<file path="src/rtl/cycle_time_base_pkg.sv">
// Package for the machine-cycle time base: timing constants, capacities and modes.
// Assumes core_clk at 125 MHz; all slower rates come from one-cycle enables.
package cycle_time_base_pkg;

  localparam int unsigned CLK_MHZ           = 125;
  localparam int unsigned TICK_US           = 1;
  localparam int unsigned TICK_CYCLES       = CLK_MHZ * TICK_US;
  localparam int unsigned RECYCLE_US        = 53000;
  localparam int unsigned RECEIVE_WINDOW_US = 1000;
  localparam int unsigned MON_POLL_START_US = 1024;
  localparam int unsigned CMD_ACCEPT_US     = 29000;
  localparam int unsigned SEARCH_PERIOD_CYC = 8;
  localparam int unsigned SEARCH_HOLD_US    = 2000;
  localparam int unsigned LOST_CYCLES       = 4;
  localparam int unsigned MON_PER_CYCLE     = 384;
  localparam int unsigned CMD_TOTAL_MAX     = 225;
  localparam int unsigned CMD_PER_COMP_MAX  = 112;
  localparam int unsigned ANT_CMD_MAX       = 4;
  localparam int unsigned CEN_CMD_MAX       = 6;
  localparam int unsigned MSG_W             = 48;
  localparam int unsigned FIFO_DEPTH        = 8;
  localparam int unsigned US_W              = 16;

  typedef enum logic [1:0] {
    SYNC_IDLE,
    SYNC_LOCKED,
    SYNC_FLYWHEEL,
    SYNC_LOST
  } sync_state_e;

endpackage

</file>
<file path="src/rtl/msg_stream_if.sv">
// Interface carrying monitor messages between the time base and its FIFO.
// Assumes both ends run on core_clk.
`timescale 1ns/10ps
interface msg_stream_if #(
  parameter int unsigned WIDTH = 48
);
  logic             valid;
  logic             ready;
  logic [WIDTH-1:0] data;
  logic             no_resp;

  modport src (output valid, output data, output no_resp, input ready);
  modport dst (input valid, input data, input no_resp, output ready);
endinterface

</file>
<file path="src/rtl/cycle_time_base.sv">
// Machine-cycle time base: 1 us tick, cycle counter, sync tracking, message budgets.
// Assumes sync pulses arrive from another clock domain; monitor data leaves via a FIFO.
//
// Function
// - Buffer 5 MHz, controller 10 MHz references
// - Buffer time base zeroed by sync discrete
// - No sync seen: buffer time base stays quiescent
// - Carrier edge: receive mode one millisecond
// - Missed sync edge: timing flywheels
// - Sync lost: keep timing, periodic sustained receive
// - Sync lost: keep gathering, pause in sustained
// - Pick sync source per unit kind
// - Controller recycles alone at 53000 us
// - Data sets: no time base, respond always
// - Data tap: no time base, hears anything
// - Deliver exactly 384 monitor messages per cycle
// - Unimplemented channel: zero message, no-response
// - Commands: 225 total, 112 per computer
// - Central buffer: 4 antenna, 6 central commands
// - Silent buffer sets no-response flag
`timescale 1ns/10ps
module cycle_time_base #(
  parameter int unsigned RECYCLE_US  = cycle_time_base_pkg::RECYCLE_US,
  parameter int unsigned TICK_CYCLES = cycle_time_base_pkg::TICK_CYCLES,
  parameter int unsigned NUM_CHAN    = 32,
  parameter int unsigned CMD_ACCEPT_US = cycle_time_base_pkg::CMD_ACCEPT_US
) (
  input  wire logic                                   core_clk,
  input  wire logic                                   rstn,
  input  wire logic [1:0]                             unit_kind,
  input  wire logic                                   cycle_sync_pulse,
  input  wire logic                                   track_hold_pulse,
  input  wire logic                                   carrier_on,
  input  wire logic [NUM_CHAN-1:0]                    chan_present,
  input  wire logic                                   mon_in_valid,
  input  wire logic [cycle_time_base_pkg::MSG_W-1:0]  mon_in_data,
  input  wire logic                                   mon_in_answered,
  output logic                                        mon_in_ready,
  output logic                                        mon_req,
  output logic [4:0]                                  mon_chan,
  output logic                                        mon_out_valid,
  input  wire logic                                   mon_out_ready,
  output logic [cycle_time_base_pkg::MSG_W-1:0]       mon_out_data,
  output logic                                        mon_out_no_resp,
  input  wire logic                                   cmd_valid,
  input  wire logic                                   cmd_from_b,
  input  wire logic                                   cmd_is_central,
  output logic                                        cmd_accept,
  output logic                                        cycle_start,
  output logic                                        us_tick,
  output logic [cycle_time_base_pkg::US_W-1:0]        cycle_us,
  output logic                                        time_running,
  output logic                                        receive_mode,
  output logic                                        sustained_receive,
  output logic                                        gather_enable,
  output logic [1:0]                                  sync_state
);
  localparam int unsigned UW = cycle_time_base_pkg::US_W;
  localparam int unsigned MW = cycle_time_base_pkg::MSG_W;
  localparam logic [1:0]  KIND_SLC = 2'h0;
  localparam logic [1:0]  KIND_ANT = 2'h1;
  localparam logic [1:0]  KIND_CEN = 2'h2;

  typedef struct packed {
    logic [1:0]                      sync_ff1;
    logic [1:0]                      sync_ff2;
    logic                            sync_last;
    logic [1:0]                      car_ff;
    logic                            car_last;
    logic [7:0]                      div;
    logic [UW-1:0]                   us;
    logic                            running;
    logic                            synced_this_cycle;
    logic [3:0]                      miss_cnt;
    logic [3:0]                      search_cnt;
    logic [UW-1:0]                   rx_left;
    logic [UW-1:0]                   hold_left;
    cycle_time_base_pkg::sync_state_e state;
    logic [8:0]                      mon_cnt;
    logic [4:0]                      chan;
    logic                            polling;
    logic [7:0]                      cmd_total;
    logic [6:0]                      cmd_a;
    logic [6:0]                      cmd_b;
    logic [2:0]                      ant_cnt;
    logic [2:0]                      cen_cnt;
  } tb_s;

  tb_s  st_reg;
  tb_s  st_next;
  logic sync_edge;
  logic car_edge;
  logic tick;
  logic cycle_end;
  logic push_valid;
  logic push_ready;
  logic [MW:0] push_data;
  logic [MW:0] pop_data;

  // The FIFO link travels as one bundle on each side, so both ends agree on its parts.
  msg_stream_if #(.WIDTH(MW)) push_if ();
  msg_stream_if #(.WIDTH(MW)) pop_if ();

  function automatic logic at_us(input logic [UW-1:0] now, input int unsigned t);
    return now == UW'(t);
  endfunction

  // The edge detector and its history bit must always look at the same source.
  function automatic logic pick_sync(input logic [1:0] ff, input logic [1:0] kind);
    return (kind == KIND_CEN) ? ff[1] : ff[0];
  endfunction

  function automatic logic polls_left(input logic [8:0] cnt);
    return cnt != 9'(cycle_time_base_pkg::MON_PER_CYCLE);
  endfunction

  // Pick the sync source for this unit kind; the first stage feeds only the second.
  assign sync_edge = pick_sync(st_reg.sync_ff2, unit_kind) && !st_reg.sync_last;
  assign car_edge  = st_reg.car_ff[1] && !st_reg.car_last;
  assign tick      = (st_reg.div == 8'(TICK_CYCLES - 1));
  assign cycle_end = tick && (st_reg.us == UW'(RECYCLE_US - 1));

  always_comb begin
    st_next            = st_reg;
    push_valid         = 1'b0;
    push_data          = '0;
    cmd_accept         = 1'b0;
    st_next.sync_ff1   = {track_hold_pulse, cycle_sync_pulse};
    st_next.sync_ff2   = st_reg.sync_ff1;
    st_next.sync_last  = pick_sync(st_reg.sync_ff2, unit_kind);
    st_next.car_ff     = {st_reg.car_ff[0], carrier_on};
    st_next.car_last   = st_reg.car_ff[1];
    st_next.div        = tick ? 8'h00 : st_reg.div + 8'h01;

    if (sync_edge) begin
      // A sync edge zeroes the cycle; the offset jitter between sources is absorbed
      // because each unit only ever looks at its own source.
      st_next.running           = 1'b1;
      st_next.us                = '0;
      st_next.div               = 8'h00;
      st_next.synced_this_cycle = 1'b1;
      st_next.miss_cnt          = '0;
      st_next.state             = cycle_time_base_pkg::SYNC_LOCKED;
    end else if (st_reg.running && tick) begin
      if (cycle_end) begin
        st_next.us = '0;
        st_next.synced_this_cycle = 1'b0;
        if (!st_reg.synced_this_cycle && st_reg.miss_cnt != 4'hf) begin
          st_next.miss_cnt = st_reg.miss_cnt + 4'h1;
        end
        if (!st_reg.synced_this_cycle) begin
          st_next.state = (st_reg.miss_cnt >= 4'(cycle_time_base_pkg::LOST_CYCLES - 1)) ?
                          cycle_time_base_pkg::SYNC_LOST : cycle_time_base_pkg::SYNC_FLYWHEEL;
        end
      end else begin
        st_next.us = st_reg.us + UW'(1);
      end
    end

    // The recycle point, or a sync edge that lands on a tick, resets the per-cycle budgets.
    if (st_reg.running && tick && (cycle_end || sync_edge)) begin
      st_next.mon_cnt   = '0;
      st_next.chan      = '0;
      st_next.polling   = 1'b0;
      st_next.cmd_total = '0;
      st_next.cmd_a     = '0;
      st_next.cmd_b     = '0;
      st_next.ant_cnt   = '0;
      st_next.cen_cnt   = '0;
    end

    // Antenna receive window on the carrier edge.
    if (car_edge && unit_kind == KIND_ANT) begin
      st_next.rx_left = UW'(cycle_time_base_pkg::RECEIVE_WINDOW_US);
    end else if (tick && st_reg.rx_left != '0) begin
      st_next.rx_left = st_reg.rx_left - UW'(1);
    end

    // Periodic sustained-receive search while lost; timing keeps running.
    if (st_reg.state == cycle_time_base_pkg::SYNC_LOST && unit_kind == KIND_ANT
        && tick && cycle_end) begin
      if (st_reg.search_cnt == 4'(cycle_time_base_pkg::SEARCH_PERIOD_CYC - 1)) begin
        st_next.search_cnt = '0;
        st_next.hold_left  = UW'(cycle_time_base_pkg::SEARCH_HOLD_US);
      end else begin
        st_next.search_cnt = st_reg.search_cnt + 4'h1;
      end
    end else if (tick && st_reg.hold_left != '0) begin
      st_next.hold_left = st_reg.hold_left - UW'(1);
    end

    // Monitor polling: one slot per channel in turn, wrapping after 32, exactly 384 per cycle.
    if (unit_kind == KIND_SLC && st_reg.running && tick
        && at_us(st_reg.us, cycle_time_base_pkg::MON_POLL_START_US)) begin
      st_next.polling = 1'b1;
    end
    if (st_reg.polling && polls_left(st_reg.mon_cnt)) begin
      if (!chan_present[st_reg.chan]) begin
        push_valid = 1'b1;
        push_data  = {1'b1, {MW{1'b0}}};
      end else if (mon_in_valid) begin
        push_valid = 1'b1;
        push_data  = {!mon_in_answered, mon_in_answered ? mon_in_data : {MW{1'b0}}};
      end
      if (push_valid && push_ready) begin
        st_next.mon_cnt = st_reg.mon_cnt + 9'h001;
        st_next.chan    = st_reg.chan + 5'h01;
      end
    end

    // Command budgets.
    if (cmd_valid && st_reg.running) begin
      if (unit_kind == KIND_SLC && st_reg.us >= UW'(CMD_ACCEPT_US)
          && st_reg.cmd_total != 8'(cycle_time_base_pkg::CMD_TOTAL_MAX)) begin
        if (!cmd_from_b && st_reg.cmd_a != 7'(cycle_time_base_pkg::CMD_PER_COMP_MAX)) begin
          cmd_accept = 1'b1;
          st_next.cmd_a = st_reg.cmd_a + 7'h01;
        end else if (cmd_from_b
                     && st_reg.cmd_b != 7'(cycle_time_base_pkg::CMD_PER_COMP_MAX)) begin
          cmd_accept = 1'b1;
          st_next.cmd_b = st_reg.cmd_b + 7'h01;
        end
        if (cmd_accept) begin
          st_next.cmd_total = st_reg.cmd_total + 8'h01;
        end
      end else if (unit_kind == KIND_CEN) begin
        if (cmd_is_central && st_reg.cen_cnt != 3'(cycle_time_base_pkg::CEN_CMD_MAX)) begin
          cmd_accept = 1'b1;
          st_next.cen_cnt = st_reg.cen_cnt + 3'h1;
        end else if (!cmd_is_central
                     && st_reg.ant_cnt != 3'(cycle_time_base_pkg::ANT_CMD_MAX)) begin
          cmd_accept = 1'b1;
          st_next.ant_cnt = st_reg.ant_cnt + 3'h1;
        end
      end
    end

    // Without a sync the controller still counts; the buffers stay idle.
    if (!st_reg.running && unit_kind == KIND_SLC) begin
      st_next.running = 1'b1;
    end
  end

  always_ff @(posedge core_clk) begin
    if (!rstn) begin
      st_reg <= '0;
    end else begin
      st_reg <= st_next;
    end
  end

  // Buffer outputs other than receive_mode hold low until the first sync edge starts the time base.
  assign time_running      = st_reg.running;
  assign us_tick           = tick && st_reg.running;
  assign cycle_us          = st_reg.us;
  assign cycle_start       = st_reg.running && (sync_edge || cycle_end);
  assign receive_mode      = (st_reg.rx_left != '0) || (st_reg.hold_left != '0);
  assign sustained_receive = (st_reg.hold_left != '0);
  assign gather_enable     = st_reg.running && (st_reg.hold_left == '0);
  assign sync_state        = st_reg.state;
  assign mon_chan          = st_reg.chan;
  assign mon_req           = st_reg.polling && chan_present[st_reg.chan]
                             && polls_left(st_reg.mon_cnt);
  assign mon_in_ready      = mon_req && push_ready;

  assign push_if.valid     = push_valid;
  assign push_if.data      = push_data[MW-1:0];
  assign push_if.no_resp   = push_data[MW];
  assign push_ready        = push_if.ready;
  assign pop_if.ready      = mon_out_ready;
  assign pop_if.data       = pop_data[MW-1:0];
  assign pop_if.no_resp    = pop_data[MW];
  assign mon_out_valid     = pop_if.valid;
  assign mon_out_no_resp   = pop_if.no_resp;
  assign mon_out_data      = pop_if.data;

  msg_fifo #(
    .WIDTH (MW + 1),
    .DEPTH (cycle_time_base_pkg::FIFO_DEPTH)
  ) u_fifo (
    .core_clk  (core_clk),
    .rstn      (rstn),
    .in_valid  (push_if.valid),
    .in_ready  (push_if.ready),
    .in_data   ({push_if.no_resp, push_if.data}),
    .out_valid (pop_if.valid),
    .out_ready (pop_if.ready),
    .out_data  (pop_data)
  );
endmodule

</file>
<file path="src/rtl/msg_fifo.sv">
// Flop-based message FIFO with valid/ready on both sides.
// Assumes one clock and a synchronous active-low reset.
`timescale 1ns/10ps
module msg_fifo #(
  parameter int unsigned WIDTH = 49,
  parameter int unsigned DEPTH = 8
) (
  input  wire logic             core_clk,
  input  wire logic             rstn,
  input  wire logic             in_valid,
  output logic                  in_ready,
  input  wire logic [WIDTH-1:0] in_data,
  output logic                  out_valid,
  input  wire logic             out_ready,
  output logic      [WIDTH-1:0] out_data
);
  localparam int unsigned AW = $clog2(DEPTH);

  typedef struct packed {
    logic [DEPTH-1:0][WIDTH-1:0] mem;
    logic [AW-1:0]               wr;
    logic [AW-1:0]               rd;
    logic [AW:0]                 cnt;
  } fifo_s;

  fifo_s st_reg;
  fifo_s st_next;
  logic  push;
  logic  pop;

  assign in_ready  = (st_reg.cnt != (AW+1)'(DEPTH));
  assign out_valid = (st_reg.cnt != '0);
  assign out_data  = st_reg.mem[st_reg.rd];
  assign push      = in_valid && in_ready;
  assign pop       = out_valid && out_ready;

  always_comb begin
    st_next = st_reg;
    if (push) begin
      st_next.mem[st_reg.wr] = in_data;
      st_next.wr = (st_reg.wr == AW'(DEPTH-1)) ? '0 : st_reg.wr + AW'(1);
    end
    if (pop) begin
      st_next.rd = (st_reg.rd == AW'(DEPTH-1)) ? '0 : st_reg.rd + AW'(1);
    end
    if (push && !pop) begin
      st_next.cnt = st_reg.cnt + (AW+1)'(1);
    end else if (pop && !push) begin
      st_next.cnt = st_reg.cnt - (AW+1)'(1);
    end
  end

  always_ff @(posedge core_clk) begin
    if (!rstn) begin
      st_reg <= '0;
    end else begin
      st_reg <= st_next;
    end
  end
endmodule

</file>
<file path="config.mk">
export PLATFORM = sky130hd
export DESIGN_NAME = cycle_time_base
export DESIGN_NICKNAME = d
export VERILOG_FILES = /design/src/rtl/cycle_time_base_pkg.sv /design/src/rtl/msg_stream_if.sv /design/src/rtl/cycle_time_base.sv /design/src/rtl/msg_fifo.sv
export SDC_FILE = /design/constraint.sdc
export NUM_CORES = 1
export LEC_CHECK = 0
export ABC_AREA = 1
export BUFFER_PORTS_ARGS = -buffer_cell sky130_fd_sc_hd__clkbuf_2
export CORE_MARGIN = 10
export CORE_UTILIZATION = 52
export DETAILED_ROUTE_END_ITERATION = 8
export GPL_TIMING_DRIVEN = 1
export PLACE_DENSITY = 0.75
export SYNTH_ARGS = -nofsm -noshare
export SYNTH_HDL_FRONTEND = slang
export SYNTH_SLANG_ARGS = --single-unit
</file>
<file path="constraint.sdc">
create_clock -name core_clk -period 8.05 [get_ports core_clk]
set_input_delay 0.805 -clock core_clk [delete_from_list [all_inputs] [get_ports core_clk]]
set_output_delay 0.805 -clock core_clk [all_outputs]
set_load 0.02 [all_outputs]
</file>
==> results of run 1 <==
final cells by class:
type                       count  area [µm²]  share of cell area, %
tap                          680         851                   2.88
clock inverter                18         186                  0.631
clock buffer                  85        1680                   5.69
multi-input combinational   2918       13200                   44.6
inverter                     575        2170                   7.34
timing repair buffer         196        1050                   3.54
sequential                   521       10400                   35.3
cells in the final DEF (no fill, tap or decap), drive strengths merged, types with 5 or more instances in the layout:
cell type,count
nor3,36
nand3,99
nand2,1131
nor2,925
o21ai,191
nor2b,5
clkbuf,258
a21oi,241
nor4,11
a211oi,10
buf,23
dfxtp,521
or2,10
clkinv,13
a221oi,49
nand4,15
inv,573
xor2,42
a31oi,51
ha,29
o21bai,40
xnor2,17
worst min path at each step:
stage                      from      endpoint  depth (start not counted)
6_report       track_hold_pulse  st_next[116]                          3
5_1_grt        track_hold_pulse  st_next[116]                          3
3_5_place_dp       st_next[115]   st_reg[115]                          2
3_3_place_gp       st_next[116]   st_reg[116]                          2
2_1_floorplan      st_next[113]  st_next[111]                          2
4_1_cts        track_hold_pulse  st_next[116]                          3
power by group:
part           total (µW)  leakage, µW  internal [µW]  switching, µW
clock                2610     0.000912           1530           1070
combinational        1750       0.0102            480           1270
sequential           2680      0.00420           2600           75.9
total                7030       0.0153           4610           2420
routing by layer:
layer / track usage (%) / vias to the layer above / routed length, µm
li1: - / 13100 / -
met1: 29.3 / 11300 / 32100
met2: 36.6 / 662 / 31900
met3: 3.93 / 105 / 4690
met4: 5.95 / 0 / 1530
met5: 0 / - / 0
critical path, stage by stage, from the launching register on:
cell	delay, ps
dfxtp_4	960
inv_4	470
buf_4	560
a21oi_1	260
a221oi_1	90
a31oi_1	420
clkbuf_2	250
kinds of logic (layout without fill, tap and decap cells):
kind of cell             Yosys count  after routing  share of synthesized area [%]
AO/OA/AOI/OAI                    589            589                           12.4
XOR/XNOR                          59             59                           1.92
flip-flops                       521            521                           38.8
AND/OR/NAND/NOR                 2240           2240                           33.0
buffers and inverters            836            874                           12.5
adder cells (fa/ha/maj)           30             30                           1.42
per-stage QoR:
step / worst slack (ps) / hold slack (ps) / cells / utilization (%) / power [µW]
finish: 3590 / 389 / 4993 / 57.6 / 7030
global route: 3110 / 399 / 4993 / 57.6 / 7350
CTS: 3570 / 360 / 4993 / 57.6 / 7080
detailed placement: 3770 / 398 / 4890 / 54.0 / 4490
global placement: 3820 / 393 / 4890 / 54.0 / 4480
floorplan: 4910 / 390 / 4275 / - / 3860
==> impl_metrics.yaml, run 1 <==
outcome:
  status: "finished clean"
die:
  fp.coreArea_mm2: 0.0513
  dieArea_mm2: 0.0613
  start_util_pct: 52.5
  num_rows: 83
  io_pins: 175
  fp.dieH_um: 248
  die_w_um: 248
worst_setup_path:
  reg2reg_from: "mon_chan[0]"
  setup.worst_path.end_class: "primary output"
  crit_arrival_ps: 3660
  worstSetupStartpointType: "flop"
  r2r_slack_ps: 3700
  critPathKind: "flop to primary output"
  cp_data_required_time_ps: 7240
  startpoint: "u_fifo.st_reg[4]"
  r2r_cells: 20
  endpoint: "mon_out_data[21]"
  cp_max_fo: 90
  timing.rr.end: "u_fifo.st_reg[3]"
drt:
  drc_errors: 0
  vias_per_cell: 5.03
  firstDrtPassIters: 7
  vias: 25100
  totalWireLength_um: 70200
  ant_nets: 0
  wl_per_cell_um: 14.1
  drt_iter0_drc: 2048
layout:
  drive_gt1_share_pct: 8.25
  syn2layout_area_growth_pct: 9.82
  layout.nets: 4391
  fill_cells: 5000
  final_area_mm2: 0.0296
  antenna-diode-count: 0
  largest_register_ff_count: 402
pwr:
  power.static_leakage_uw: 0.0153
  peakVddDrop_mv: 0.243
  p_per_area_mw_per_mm2: 238
yosys:
  synth_nets: 4398
  ys_async_sr_fraction_pct: 0
  yosysWarnings: 0
  synth.top_cell.area_share_pct: 38.8
  synth_commonest_cells: "nand2_1, nor2_1, inv_1, dfxtp_1, a21oi_1"
  synth_top_cell_by_area: "dfxtp_1"
  ys.flop_type: "dfxtp_1"
  syn_area_per_cell_um2: 6.30
  ys_seq_elements: 521
  synth-seq-area-share_pct: 38.8
  netlist_area_mm2: 0.0269
  synth_cell_type_count: 41
  yosys-top-cells-area: "dfxtp_1, nand2_1, nor2_1, inv_1, a21oi_1"
  syn_inst: 4275
  synth.most_common_cell: "nand2_1"
  synth_edf_count: 0
clock_network:
  cts_tree: "built"
  cts_hold_buf: 0
  cts_root_buffer: "clkbuf_16"
  clockBufferDepth: 3
  post_cts_resized: 0
  path_clk_slew_ps: 60
  cts_setup_buffers: 0
  htreeDepth: 2
  worstSkewPairLatency_ps: 610
  numCtsBuffers: 56
  cts.sinks: 521
sta:
  skew_ps: 13.9
  setup_viol: 0
  report.final.slew_viol_count: 0
  grt_setup_unrepaired: "false"
  max_freq_mhz: 224
  min_period_ps: 4460
  slew_headroom_pct: 25.0
  hold_violations: 0
  min_period_over_period_pct: 55.4
  worst_slew_pin_slew_ps: 1120
  tns_ps: 0
placed_design:
  gp_congestion: 0.892
  placed_area_mm2: 0.0277
  io_buffers: 174
  place_hpwl_um: 41400
grt:
  overflow: 0
  grt_pass1_wl_um: 113000
  gr-usage-all-layers_pct: 22.2
  antenna_found_initial: 0
  grt_max_degree: 108
  first_global_vias: 22500
run:
  drv_cap: 0
min_path:
  hold_path.class: "primary input to flop"
(Power assumes the default switching activity.)
==> run 2: changes to the inputs <==
Clock period 8.05 ns to 4.25 ns, I/O delays scaled along.
==> run 2 against run 1 <==
Compared with the run above:
- first-iteration DRC count fell by 0.49%
- register-to-register slack worse by 2900 ps
- wire length is 0.59% lower
==> impl_metrics.yaml, run 2 (synthesis results as in run 1) <==
worst_setup_path:
  critPathSlowestCell: "buf_4"
  reg2reg_from: "mon_chan[1]"
  max_stage_delay_ps: 710
  cp_data_required_time_ps: 3830
  r2r_cells: 18
  crit_top_cell: "nor2_1"
  timing.rr.end: "u_fifo.st_reg[3]"
  cp_max_fo: 50
  setup.worst_path.end_class: "primary output"
  crit_family: "buffers and inverters"
  critPathKind: "flop to primary output"
  worstPathCellList: "inv_1, nand3_1, a21oi_1, nor2_1, nand2_2, nand3_4, buf_4, nor2_1, clkbuf_2"
  r2r_slack_ps: 800
  cp.buffers_inverters: 3
  crit_arrival_ps: 3290
  worstSetupStartpointType: "flop"
clock_network:
  cts_tree: "built"
  clockBufferDepth: 3
  cts.sinks: 521
  worstSkewPairLatency_ps: 630
  htreeDepth: 2
  cts_setup_buffers: 0
  path_clk_slew_ps: 60
  numCtsBuffers: 57
  cts_root_buffer: "clkbuf_16"
placed_design:
  dp.cells: 4900
  io_buffers: 174
  gp_congestion: 0.881
  place_hpwl_um: 40000
sta:
  report.final.slew_viol_count: 0
  hold_violations: 0
  min_period_ps: 3710
  setup_viol: 0
  min_period_over_period_pct: 87.3
  max_freq_mhz: 269
  grt_setup_unrepaired: "false"
  slew_headroom_pct: 20.8
  tns_ps: 0
  skew_ps: 23.0
  worst_slew_pin_slew_ps: 1190
pwr:
  netSwitchingPower_uw: 4620
  p_int_uw: 8850
  p_per_area_mw_per_mm2: 453
  power.static_leakage_uw: 0.0154
  clkPwrFrac_pct: 37.2
  combPwrFrac_pct: 25.9
  p_sw_share_pct: 34.3
  pwr-share-seq_pct: 36.9
  peakVddDrop_mv: 0.611
die:
  fp.coreArea_mm2: 0.0513
  io_pins: 175
  fp.dieH_um: 248
  die_w_um: 248
  num_rows: 83
  start_util_pct: 52.5
  dieArea_mm2: 0.0613
layout:
  largest_register_ff_count: 402
  mostFrequentLayoutCell: "nand2_1"
  finalNonFillerCells: 5005
  fill_cells: 5023
  seq_area_mm2: 0.0104
  layout.nets: 4405
  multiInputGateArea_mm2: 0.0132
  antenna-diode-count: 0
  drive_gt1_share_pct: 8.35
  layout_common_cells: "nand2_1, nor2_1, inv_1, dfxtp_1, a21oi_1"
  syn2layout_area_growth_pct: 10.5
grt:
  grt_max_degree: 248
  first_global_vias: 22600
  antenna_found_initial: 0
  gr-usage-all-layers_pct: 22.2
  grt_pass1_wl_um: 114000
  overflow: 0
drt:
  drt_iter0_drc: 2038
  firstDrtPassIters: 5
  totalWireLength_um: 69800
  vias_per_cell: 5.01
  vias: 25100
  drc_errors: 0
  wl_per_cell_um: 13.9
  ant_nets: 0
run:
  drv_cap: 0
min_path:
  hold_path.class: "primary input to flop"
  hold_depth: 3
  worstHoldEndpoint: "u_fifo.st_reg[159]"
  min-delay-start: "rstn"
outcome:
  status: "finished clean"
-- run 2: area by class of cell --
type	instances	area share [%]
clock buffer	85	5.52
clock inverter	17	0.803
inverter	575	7.29
multi-input combinational	2918	44.3
sequential	521	35.1
tap	680	2.86
timing repair buffer	209	4.12
-- run 2: power groups by stage --
| stage | sequential (µW) | clock, µW | combinational (µW) |
|---|---|---|---|
| 3_3_place_gp | 5080 | 0 | 3500 |
| 4_1_cts | 4970 | 5080 | 3520 |
| 6_report | 4970 | 5000 | 3490 |
| 2_1_floorplan | 5060 | 0 | 2240 |
| 3_5_place_dp | 5080 | 0 | 3500 |
| 5_1_grt | 4980 | 5290 | 3820 |
-- run 2: per-layer routing --
layer | GRT usage, % | up-vias | part of all wire [%]
li1 | - | 13100 | -
met1 | 28.9 | 11300 | 45
met2 | 37.5 | 615 | 46
met3 | 4.02 | 85 | 6.8
met4 | 5.00 | 0 | 1.7
met5 | 0 | - | 0
-- run 2: timing repair --
item / 4_1_cts / 5_1_grt
hold buffers: 3 / 0
gates resized for setup: 0 / 0
endpoints found under the hold margin: 3 / 0
-- run 2: worst max-delay path by stage --
stage	from	to	slack [ps]	cells past startpoint
after global routing	mon_chan[1]	u_fifo.st_reg[3]	330	19
after detailed placement	mon_chan[1]	u_fifo.st_reg[3]	850	18
after floorplan	st_reg[34]	u_fifo.st_reg[3]	1300	19
after CTS	mon_chan[1]	mon_in_ready	550	9
final	mon_chan[1]	mon_in_ready	540	9
after global placement	mon_chan[1]	u_fifo.st_reg[3]	880	18
-- run 2: stage by stage --
| stage | utilization (%) | total power (µW) | instance area, µm² | worst slack [ps] | hold slack [ps] |
|---|---|---|---|---|---|
| after floorplan | - | 7310 | 26900 | 1300 | 390 |
| after global placement | 54.3 | 8580 | 27800 | 883 | 392 |
| after detailed placement | 54.3 | 8580 | 27800 | 851 | 400 |
| after CTS | 58.0 | 13600 | 29700 | 550 | 134 |
| after global routing | 58.0 | 14100 | 29700 | 329 | 165 |
| final | 58.0 | 13500 | 29700 | 539 | 159 |
-- run 2: worst register-to-register path: cells and delay by family, from the launching register on --
kind / cells / cell delay (ps)
simple gates: 9 / 1170
flops: 1 / 650
fa+ha+maj: 2 / 550
compound gates: 4 / 500
buf+inv: 3 / 480
